===== src/include/dac_regs.svh =====
// register offsets, field positions, reset values and step constants
`ifndef DAC_REGS_SVH
`define DAC_REGS_SVH

// ----------------------------------------
// register map (byte addresses)
// ----------------------------------------
`define DAC_ADDR_W 8
`define DAC_CH_STRIDE 8'h10
`define DAC_OFS_SRC 8'h00
`define DAC_OFS_DST 8'h04
`define DAC_OFS_TALLY 8'h08
`define DAC_OFS_MODE 8'h0c

// ----------------------------------------
// widths and reset values
// ----------------------------------------
`define DAC_PTR_W 32
`define DAC_TALLY_W 24
`define DAC_MODE_W 16
`define DAC_MODE_RESET 16'h0000

// ----------------------------------------
// mode word field positions
// ----------------------------------------
`define DAC_DSTEP_LSB 14
`define DAC_SSTEP_LSB 12
`define DAC_SIZE_LSB 10
`define DAC_SINGLE_BIT 3
`define DAC_END_BIT 1

// ----------------------------------------
// step codes and unit sizes
// ----------------------------------------
`define DAC_STEP_FIXED 2'h0
`define DAC_STEP_INC 2'h1
`define DAC_STEP_DEC 2'h2
`define DAC_SIZE_BYTE 2'h0
`define DAC_SIZE_WORD 2'h1
`define DAC_SIZE_LONG 2'h2
`define DAC_SIZE_16 2'h3
`define DAC_BYTES_1 32'h00000001
`define DAC_BYTES_2 32'h00000002
`define DAC_BYTES_4 32'h00000004
`define DAC_BYTES_16 32'h00000010
`define DAC_TALLY_STEP_1 24'h000001
`define DAC_TALLY_STEP_16 24'h000004

`endif


===== src/include/dac_pkg.sv =====
// types shared by the channel register set
package dac_pkg;
  typedef logic [1:0] dac_step_t;
  typedef logic [1:0] dac_size_t;

  // channel mode word, low 16 bits
  typedef struct packed {
    dac_step_t dest_step;
    dac_step_t source_step;
    dac_size_t unit_size;
    logic auto_req;
    logic ack_mode;
    logic ack_level;
    logic req_edge;
    logic req_level;
    logic burst;
    logic single_addr;
    logic irq_en;
    logic xfer_end;
    logic enable;
  } dac_mode_s;

  // what one channel shows to the transfer sequencer
  typedef struct packed {
    logic [31:0] src_addr;
    logic [31:0] dst_addr;
    logic [23:0] tally;
    dac_mode_s mode;
    logic src_used;
    logic dst_used;
  } dac_view_s;
endpackage


===== src/design/dac_top.sv =====
// two-channel dma pointer, tally and mode word register set
//
// The address map and strobed register access were decided locally.
`timescale 1ns/1ns
`include "dac_regs.svh"

module dac_top #(
  parameter int unsigned NUM_CH = 2
) (
  // clock and reset
  input wire logic clk_in,
  input wire logic reset_in,
  input wire logic standby_in,
  // register port
  input wire logic [7:0] addr_in,
  input wire logic [31:0] wdata_in,
  input wire logic wr_in,
  input wire logic rd_in,
  output logic [31:0] rdata_out,
  // transfer sequencer
  input wire logic [NUM_CH-1:0] unit_done_in,
  output dac_pkg::dac_view_s [NUM_CH-1:0] view_out
);

  // ----------------------------------------
  // address decode
  // ----------------------------------------
  function automatic logic reg_hit(
    input logic [7:0] addr,
    input int unsigned ch,
    input logic [7:0] ofs
  );
    logic [7:0] base;
    base = 8'(ch) * `DAC_CH_STRIDE;
    reg_hit = (addr == (base + ofs));
  endfunction

  // ----------------------------------------
  // per-channel state
  // ----------------------------------------
  logic [31:0] src_q [NUM_CH];
  logic [31:0] dst_q [NUM_CH];
  logic [23:0] tally_q [NUM_CH];
  dac_pkg::dac_mode_s mode_q [NUM_CH];
  logic [31:0] src_d [NUM_CH];
  logic [31:0] dst_d [NUM_CH];
  logic [23:0] tally_d [NUM_CH];
  logic last_unit [NUM_CH];
  logic src_used [NUM_CH];
  logic dst_used [NUM_CH];
  logic size16 [NUM_CH];

  genvar g;
  generate
    for (g = 0; g < NUM_CH; g++) begin : g_ch
      logic wr_src;
      logic wr_dst;
      logic wr_tally;
      logic wr_mode;
      logic end_set;

      // ----------------------------------------
      // decode and mode-derived controls
      // ----------------------------------------
      assign wr_src = wr_in & reg_hit(addr_in, g, `DAC_OFS_SRC);
      assign wr_dst = wr_in & reg_hit(addr_in, g, `DAC_OFS_DST);
      assign wr_tally = wr_in & reg_hit(addr_in, g, `DAC_OFS_TALLY);
      assign wr_mode = wr_in & reg_hit(addr_in, g, `DAC_OFS_MODE);
      assign size16[g] = (mode_q[g].unit_size == `DAC_SIZE_16);
      // ack_mode 1 moves device to memory: the read side is the strobed device
      assign src_used[g] = ~(mode_q[g].single_addr & mode_q[g].ack_mode);
      assign dst_used[g] = ~(mode_q[g].single_addr & ~mode_q[g].ack_mode);
      assign end_set = unit_done_in[g] & last_unit[g];

      // ----------------------------------------
      // next values after one unit
      // ----------------------------------------
      dac_addr_step u_src_step (
        .addr_in(src_q[g]),
        .step_in(mode_q[g].source_step),
        .size_in(mode_q[g].unit_size),
        .hold_in(~src_used[g]),
        .force16_in(size16[g]),
        .next_out(src_d[g])
      );

      dac_addr_step u_dst_step (
        .addr_in(dst_q[g]),
        .step_in(mode_q[g].dest_step),
        .size_in(mode_q[g].unit_size),
        .hold_in(~dst_used[g]),
        .force16_in(1'b0),
        .next_out(dst_d[g])
      );

      dac_tally_step u_tally_step (
        .tally_in(tally_q[g]),
        .size16_in(size16[g]),
        .next_out(tally_d[g]),
        .last_out(last_unit[g])
      );

      // ----------------------------------------
      // source pointer
      // ----------------------------------------
      // no reset: contents survive reset and standby
      always_ff @(posedge clk_in) begin
        if (wr_src) begin
          src_q[g] <= wdata_in;
        end else if (unit_done_in[g]) begin
          src_q[g] <= src_d[g];
        end
      end

      // ----------------------------------------
      // destination pointer
      // ----------------------------------------
      always_ff @(posedge clk_in) begin
        if (wr_dst) begin
          dst_q[g] <= wdata_in;
        end else if (unit_done_in[g]) begin
          dst_q[g] <= dst_d[g];
        end
      end

      // ----------------------------------------
      // transfer tally
      // ----------------------------------------
      // a software write in the same cycle as a unit wins, so a reload
      // is never half-overwritten by the sequencer
      always_ff @(posedge clk_in) begin
        if (wr_tally) begin
          tally_q[g] <= wdata_in[23:0];
        end else if (unit_done_in[g]) begin
          tally_q[g] <= tally_d[g];
        end
      end

      // ----------------------------------------
      // channel mode word
      // ----------------------------------------
      always_ff @(posedge clk_in or posedge reset_in) begin
        if (reset_in) begin
          mode_q[g] <= `DAC_MODE_RESET;
        end else if (standby_in) begin
          mode_q[g] <= `DAC_MODE_RESET;
        end else if (wr_mode) begin
          mode_q[g] <= wdata_in[15:0];
          // end flag: zero clears, one keeps, a finishing unit sets
          mode_q[g].xfer_end <=
            end_set | (mode_q[g].xfer_end & wdata_in[`DAC_END_BIT]);
        end else if (end_set) begin
          mode_q[g].xfer_end <= 1'b1;
        end
      end

      // ----------------------------------------
      // view toward the sequencer
      // ----------------------------------------
      assign view_out[g].src_addr = src_q[g];
      assign view_out[g].dst_addr = dst_q[g];
      assign view_out[g].tally = tally_q[g];
      assign view_out[g].mode = mode_q[g];
      assign view_out[g].src_used = src_used[g];
      assign view_out[g].dst_used = dst_used[g];
    end
  endgenerate

  // ----------------------------------------
  // read mux
  // ----------------------------------------
  logic [31:0] rd_mux;

  // unmapped addresses read as zero
  always_comb begin
    rd_mux = 32'h00000000;
    for (int c = 0; c < NUM_CH; c++) begin
      if (reg_hit(addr_in, c, `DAC_OFS_SRC)) begin
        rd_mux = src_q[c];
      end
      if (reg_hit(addr_in, c, `DAC_OFS_DST)) begin
        rd_mux = dst_q[c];
      end
      if (reg_hit(addr_in, c, `DAC_OFS_TALLY)) begin
        rd_mux = {8'h00, tally_q[c]};
      end
      if (reg_hit(addr_in, c, `DAC_OFS_MODE)) begin
        rd_mux = {16'h0000, mode_q[c]};
      end
    end
  end

  // ----------------------------------------
  // read data register
  // ----------------------------------------
  logic [31:0] rdata_q;

  // data stands only in the cycle after the strobe
  always_ff @(posedge clk_in or posedge reset_in) begin
    if (reset_in) begin
      rdata_q <= 32'h00000000;
    end else if (rd_in) begin
      rdata_q <= rd_mux;
    end else begin
      rdata_q <= 32'h00000000;
    end
  end

  assign rdata_out = rdata_q;
endmodule // dac_top


===== src/design/dac_addr_step.sv =====
// next pointer value after one completed transfer unit
`timescale 1ns/1ns
`include "dac_regs.svh"
module dac_addr_step (
  // current state
  input wire logic [31:0] addr_in,
  input wire dac_pkg::dac_step_t step_in,
  input wire dac_pkg::dac_size_t size_in,
  // overrides
  input wire logic hold_in,
  input wire logic force16_in,
  // result
  output logic [31:0] next_out
);
  logic [31:0] delta;

  always_comb begin
    unique case (size_in)
      `DAC_SIZE_BYTE: delta = `DAC_BYTES_1;
      `DAC_SIZE_WORD: delta = `DAC_BYTES_2;
      `DAC_SIZE_LONG: delta = `DAC_BYTES_4;
      default: delta = `DAC_BYTES_16;
    endcase
  end

  always_comb begin
    if (hold_in) begin
      next_out = addr_in;
    end else if (force16_in) begin
      next_out = addr_in + `DAC_BYTES_16;
    end else if (step_in == `DAC_STEP_INC) begin
      next_out = addr_in + delta;
    end else if (step_in == `DAC_STEP_DEC) begin
      next_out = addr_in - delta;
    end else begin
      // fixed, and the prohibited code, leave the pointer alone
      next_out = addr_in;
    end
  end
endmodule // dac_addr_step


===== src/design/dac_tally_step.sv =====
// remaining-count step: one per unit, four per 16-byte unit
`timescale 1ns/1ns
`include "dac_regs.svh"
module dac_tally_step (
  // current count
  input wire logic [23:0] tally_in,
  input wire logic size16_in,
  // result
  output logic [23:0] next_out,
  output logic last_out
);
  logic [23:0] amount;

  always_comb begin
    amount = size16_in ? `DAC_TALLY_STEP_16 : `DAC_TALLY_STEP_1;
    // zero wraps round (to all ones for single steps), so a zero count runs the full 2**24
    next_out = tally_in - amount;
    last_out = (tally_in == amount);
  end
endmodule // dac_tally_step


===== config.mk =====
export PLATFORM = sky130hd
export DESIGN_NAME = dac_top
export DESIGN_NICKNAME = d
export VERILOG_FILES = /design/src/include/dac_pkg.sv /design/src/design/dac_top.sv /design/src/design/dac_addr_step.sv /design/src/design/dac_tally_step.sv
export VERILOG_INCLUDE_DIRS = /design/src /design/src/include
export SDC_FILE = /design/constraint.sdc
export NUM_CORES = 1
export LEC_CHECK = 0
export ABC_AREA = 1
export CORE_ASPECT_RATIO = 0.5
export CORE_MARGIN = 2
export CORE_UTILIZATION = 55
export DETAILED_ROUTE_END_ITERATION = 7
export DONT_BUFFER_PORTS = 1
export GPL_ROUTABILITY_DRIVEN = 1
export PLACE_DENSITY = 0.7
export SYNTH_ARGS = -nofsm -noshare
export SYNTH_HDL_FRONTEND = slang
export SYNTH_SLANG_ARGS = --single-unit

===== constraint.sdc =====
create_clock -name clk_in -period 6.15 [get_ports clk_in]
set_clock_uncertainty 0.2 [all_clocks]
set_input_delay 0.3075 -clock clk_in [delete_from_list [all_inputs] [get_ports clk_in]]
set_output_delay 0.3075 -clock clk_in [all_outputs]
set_load 0.05 [all_outputs]

==> results_tabular.tex <==
\begin{tabular}{lr}
\hline
Metric & Value \\
\hline
\multicolumn{2}{l}{\textbf{Status}} \\
Result of the run & finished, violations left \\
Violated checks & design-rule violations \\
\multicolumn{2}{l}{\textbf{Global routing}} \\
Pin count of the biggest net entering global routing & 65 \\
Global-route wire length before repair & between 100000 and 150000 um \\
Residual overflow from global routing & 0 \\
Number of global-route vias before repair & about 23000 \\
All-layer global routing usage & 0.442 \\
Antenna violations before repair & 14 \\
\multicolumn{2}{l}{\textbf{Yosys}} \\
Synth Cell Area & $\sim$23000 um2 \\
Synthesized instance count & 3601 \\
Top cell type by total area after synthesis & sky130\_fd\_sc\_hd\_\_edfxtp\_1 \\
Sequential area share after synthesis & 0.298 \\
Area share of the largest cell type after synthesis & 0.229 \\
Flop and latch count out of synthesis & between 200 and 250 \\
Cell types occupying the most area after synthesis & sky130\_fd\_sc\_hd\_\_edfxtp\_1 (23\%), sky130\_fd\_sc\_hd\_\_nand2\_1 (19\%), sky130\_fd\_sc\_hd\_\_inv\_1 (7.5\%) \\
Average instance area after synthesis & around 6.4 um2 \\
Number of distinct standard cells referenced by the synthesized netlist & between 50 and 60 \\
Yosys Warn Count & 0 \\
Synthesized net count & $\sim$3800 \\
\multicolumn{2}{l}{\textbf{Critical path}} \\
Endpoint arrival time on the critical path & 4660 ps \\
Setup Crit Path Kind & reg2reg \\
Setup crit start kind & register \\
Required time of the worst setup path & 6280 ps \\
Largest fanout on the critical path & 28 \\
Number of cells traversed by the worst register-to-register path & 14 \\
Crit. End Element & register \\
\multicolumn{2}{l}{\textbf{Layout}} \\
Final instance area & 24700 um2 \\
Layout overhead on the synthesized area & 7.01\% \\
Fraction of final layout cells with drive strength greater than 1 & 0.0332 \\
Most common library cell in the layout ignoring fill and taps & sky130\_fd\_sc\_hd\_\_nand2\_1 \\
Number of filler cells placed in the layout & 4050 \\
Most used cells in the layout excluding fill and tap cells & sky130\_fd\_sc\_hd\_\_nand2\_1 (1178), sky130\_fd\_sc\_hd\_\_inv\_1 (461), sky130\_fd\_sc\_hd\_\_nor2\_1 (341), sky130\_fd\_sc\_hd\_\_a21oi\_1 (273), sky130\_fd\_sc\_hd\_\_nand3\_1 (269) \\
Core utilization of the finished layout & 0.604 \\
Nets & roughly 3800 \\
\multicolumn{2}{l}{\textbf{Clock tree}} \\
Clock buffers created by TritonCTS & 26 \\
Clock insertion delay at the later pin of the skew report & roughly 600 ps \\
H-tree depth & 1 \\
Number of setup buffers added after CTS & 0 \\
Deepest clock path buffer count & 3 \\
Clock slew at reported path FFs & $\sim$70 ps \\
Sink count of the clock tree & 240 \\
TritonCTS clock tree & built \\
CTS Root Cell & sky130\_fd\_sc\_hd\_\_clkbuf\_16 \\
\multicolumn{2}{l}{\textbf{Routing}} \\
Highest routed layer & met5 \\
Via count & about 26000 \\
Met3 wire length & $\sim$17000 um \\
Number of DRC markers after the initial detailed-route iteration & around 3300 \\
Wire length on met2 & around 40000 um \\
Final WL & 99600 um \\
Post-Route M1 WL & 38900 um \\
Number of antenna-violating nets in the routed design & 0 \\
DRC violation count after routing & 8 \\
Vias/cell & approximately 6.2 \\
Wirelength per Cell & 23.9 um \\
Router iterations before antenna repair & 8 \\
\multicolumn{2}{l}{\textbf{Place}} \\
Half-perimeter wire length after detailed placement & 77100 um \\
Area after detailed placement & about 23000 um2 \\
Worst setup slack before clock tree synthesis & between 1500 and 2000 ps \\
Placer congestion estimate & around 1 \\
Quantity of I/O buffers inserted on ports & 0 \\
\multicolumn{2}{l}{\textbf{Die}} \\
Top-level port count & 291 \\
Core footprint & $\sim$41000 um2 \\
Cell row count & between 50 and 60 \\
Floorplan die width & approximately 300 um \\
Die extent in y & between 100 and 150 um \\
Area of the die & around 44000 um2 \\
Effective utilization at floorplan & 0.564 \\
\multicolumn{2}{l}{\textbf{Power and ir drop}} \\
Reg power frac & 0.406 \\
Int Pwr & 3.51 mW \\
Net switching share of the total power & 0.453 \\
Areal power density over the cells & 260 nW/um2 \\
Fraction of power consumed by combinational cells & 0.333 \\
Leakage component of the power & between 10 and 15 nW \\
NetSw & between 2 and 3 mW \\
Worst voltage drop across the vdd grid & 0.205 mV \\
Share of power burned in the clock network & 0.260 \\
\multicolumn{2}{l}{\textbf{STA}} \\
Final hold violation count & 0 \\
Hold WS & $\sim$25 ps \\
Relative max-transition margin & 0.0790 \\
Share of the clock period used by the worst path after layout & 0.736 \\
Maximum operating frequency & around 220 MHz \\
Total negative slack for setup checks & 0 ps \\
Slew Viols, Final & 0 \\
Worst Slack Setup Final & roughly 1600 ps \\
Shortest clock period the worst path allows after layout & around 4500 ps \\
Setup repair after global routing missed its margin & no \\
Endpoints failing setup & 0 \\
Slew at the pin closest to its max-slew limit & 1380 ps \\
\multicolumn{2}{l}{\textbf{Job}} \\
Reported max-cap violation count & 0 \\
\multicolumn{2}{l}{\textbf{Hold path}} \\
Hold Crit Class & in2reg \\
Worst hold path stage count & 4 \\
\hline
\end{tabular}
[layout make-up]
type / instances / area, um2 / share of cell area
Tap cell: 540 / 676 / 0.0273
Sequential cell: 240 / 6890 / 0.279
Inverter: 473 / 1780 / 0.0719
Timing Repair Buffer: 52 / 488 / 0.0197
Clock inverter: 13 / 139 / 0.00562
Clock buffer: 35 / 714 / 0.0289
Multi-Input combinational cell: 2806 / 14000 / 0.567
Antenna cell: 11 / 27.5 / 0.00111
[flip-flops by register name, indices dropped and copies added (netlist names)]
signal and flops:
dst_q 64, rdata_out 32, src_q 64, tally_q 48, view_out 32
[routing by layer]
metal | vias to the layer above | track usage
met5 | - | 0
met4 | 8 | 0.134
met3 | 249 | 0.171
met2 | 1717 | 0.639
met1 | 11900 | 0.607
li1 | 11800 | -
[stage by stage]
stage | power (mW) | std cells
global placement | 4.59 | 4072
global route | 6.69 | 4159
CTS | 6.30 | 4159
finish | 6.42 | 4170
detailed placement | 4.61 | 4072
floorplan | 3.99 | 3601
[critical path, cell delays in order, from the launching register on]
cell	delay, ps
sky130_fd_sc_hd__dfrtp_1	800
sky130_fd_sc_hd__inv_1	320
sky130_fd_sc_hd__nor2_1	360
sky130_fd_sc_hd__inv_1	570
sky130_fd_sc_hd__o21ai_0	370
sky130_fd_sc_hd__inv_1	120
sky130_fd_sc_hd__fa_1	510
sky130_fd_sc_hd__nand3_1	130
sky130_fd_sc_hd__nand3_1	150
sky130_fd_sc_hd__nand2_1	100
sky130_fd_sc_hd__nand3_1	150
sky130_fd_sc_hd__nand2_1	140
sky130_fd_sc_hd__nand4_1	120
sky130_fd_sc_hd__nand3_1	120
sky130_fd_sc_hd__a21oi_1	80
[path summary, 6_finish.rpt]
kind | from | endpoint | slack (ps)
max | view_out[14] | src_q[0][24] | 1630
min | wr_in | src_q[1][3] | 20
max reg2reg | view_out[14] | src_q[0][24] | 1630
min reg2reg | view_out[110] | view_out[110] | 640
max in group asynchronous | reset_in | rdata_out[27] | 4910
min in group asynchronous | reset_in | view_out[118] | 240
[logic make-up (layout without fill, tap and decap cells)]
logic type | after synthesis | after routing | synth area share
and+or+nand+nor | 1987 | 1987 | 0.362
DFF | 240 | 240 | 0.298
AOI/OAI and AO/OA | 605 | 605 | 0.139
adders and majority gates | 138 | 138 | 0.0761
other | 0 | 11 | 0
xor gates and xnor gates | 76 | 76 | 0.0288
buffers and inverters | 555 | 573 | 0.0955
[Yosys cell counts (all sizes together)]
cell and count:
a21boi 2, a21o 7, a21oi 274, a22o 2, a22oi 15, a31oi 15, a41oi 6, and2 6
and3 2, buf 52, clkbuf 30, dfrtp 64, edfxtp 176, fa 4, ha 134, inv 473
nand2 1189, nand3 273, nand3b 24, nand4 54, nor2 355, nor3 46, nor4 7, o2111ai 1
o211ai 4, o21a 4, o21ai 256, o21bai 13, o22ai 4, o311ai 1, o31ai 1, or2 31
xnor2 30, xor2 46
[timing repair]
item	4_1_cts	5_1_grt
hold buffers	39	0
endpoints found under the hold margin	263	0
gates resized for setup	0	0
setup endpoints to repair	0	0
[power groups by stage]
stage	sequential (mW)	clock, mW	combinational (mW)
after floorplan	2.47	0	1.52
after global placement	2.62	0	1.98
after detailed placement	2.62	0	2.00
after CTS	2.58	1.65	2.07
after global routing	2.60	1.70	2.38
final	2.61	1.67	2.14
(Power assumes the default switching activity.)
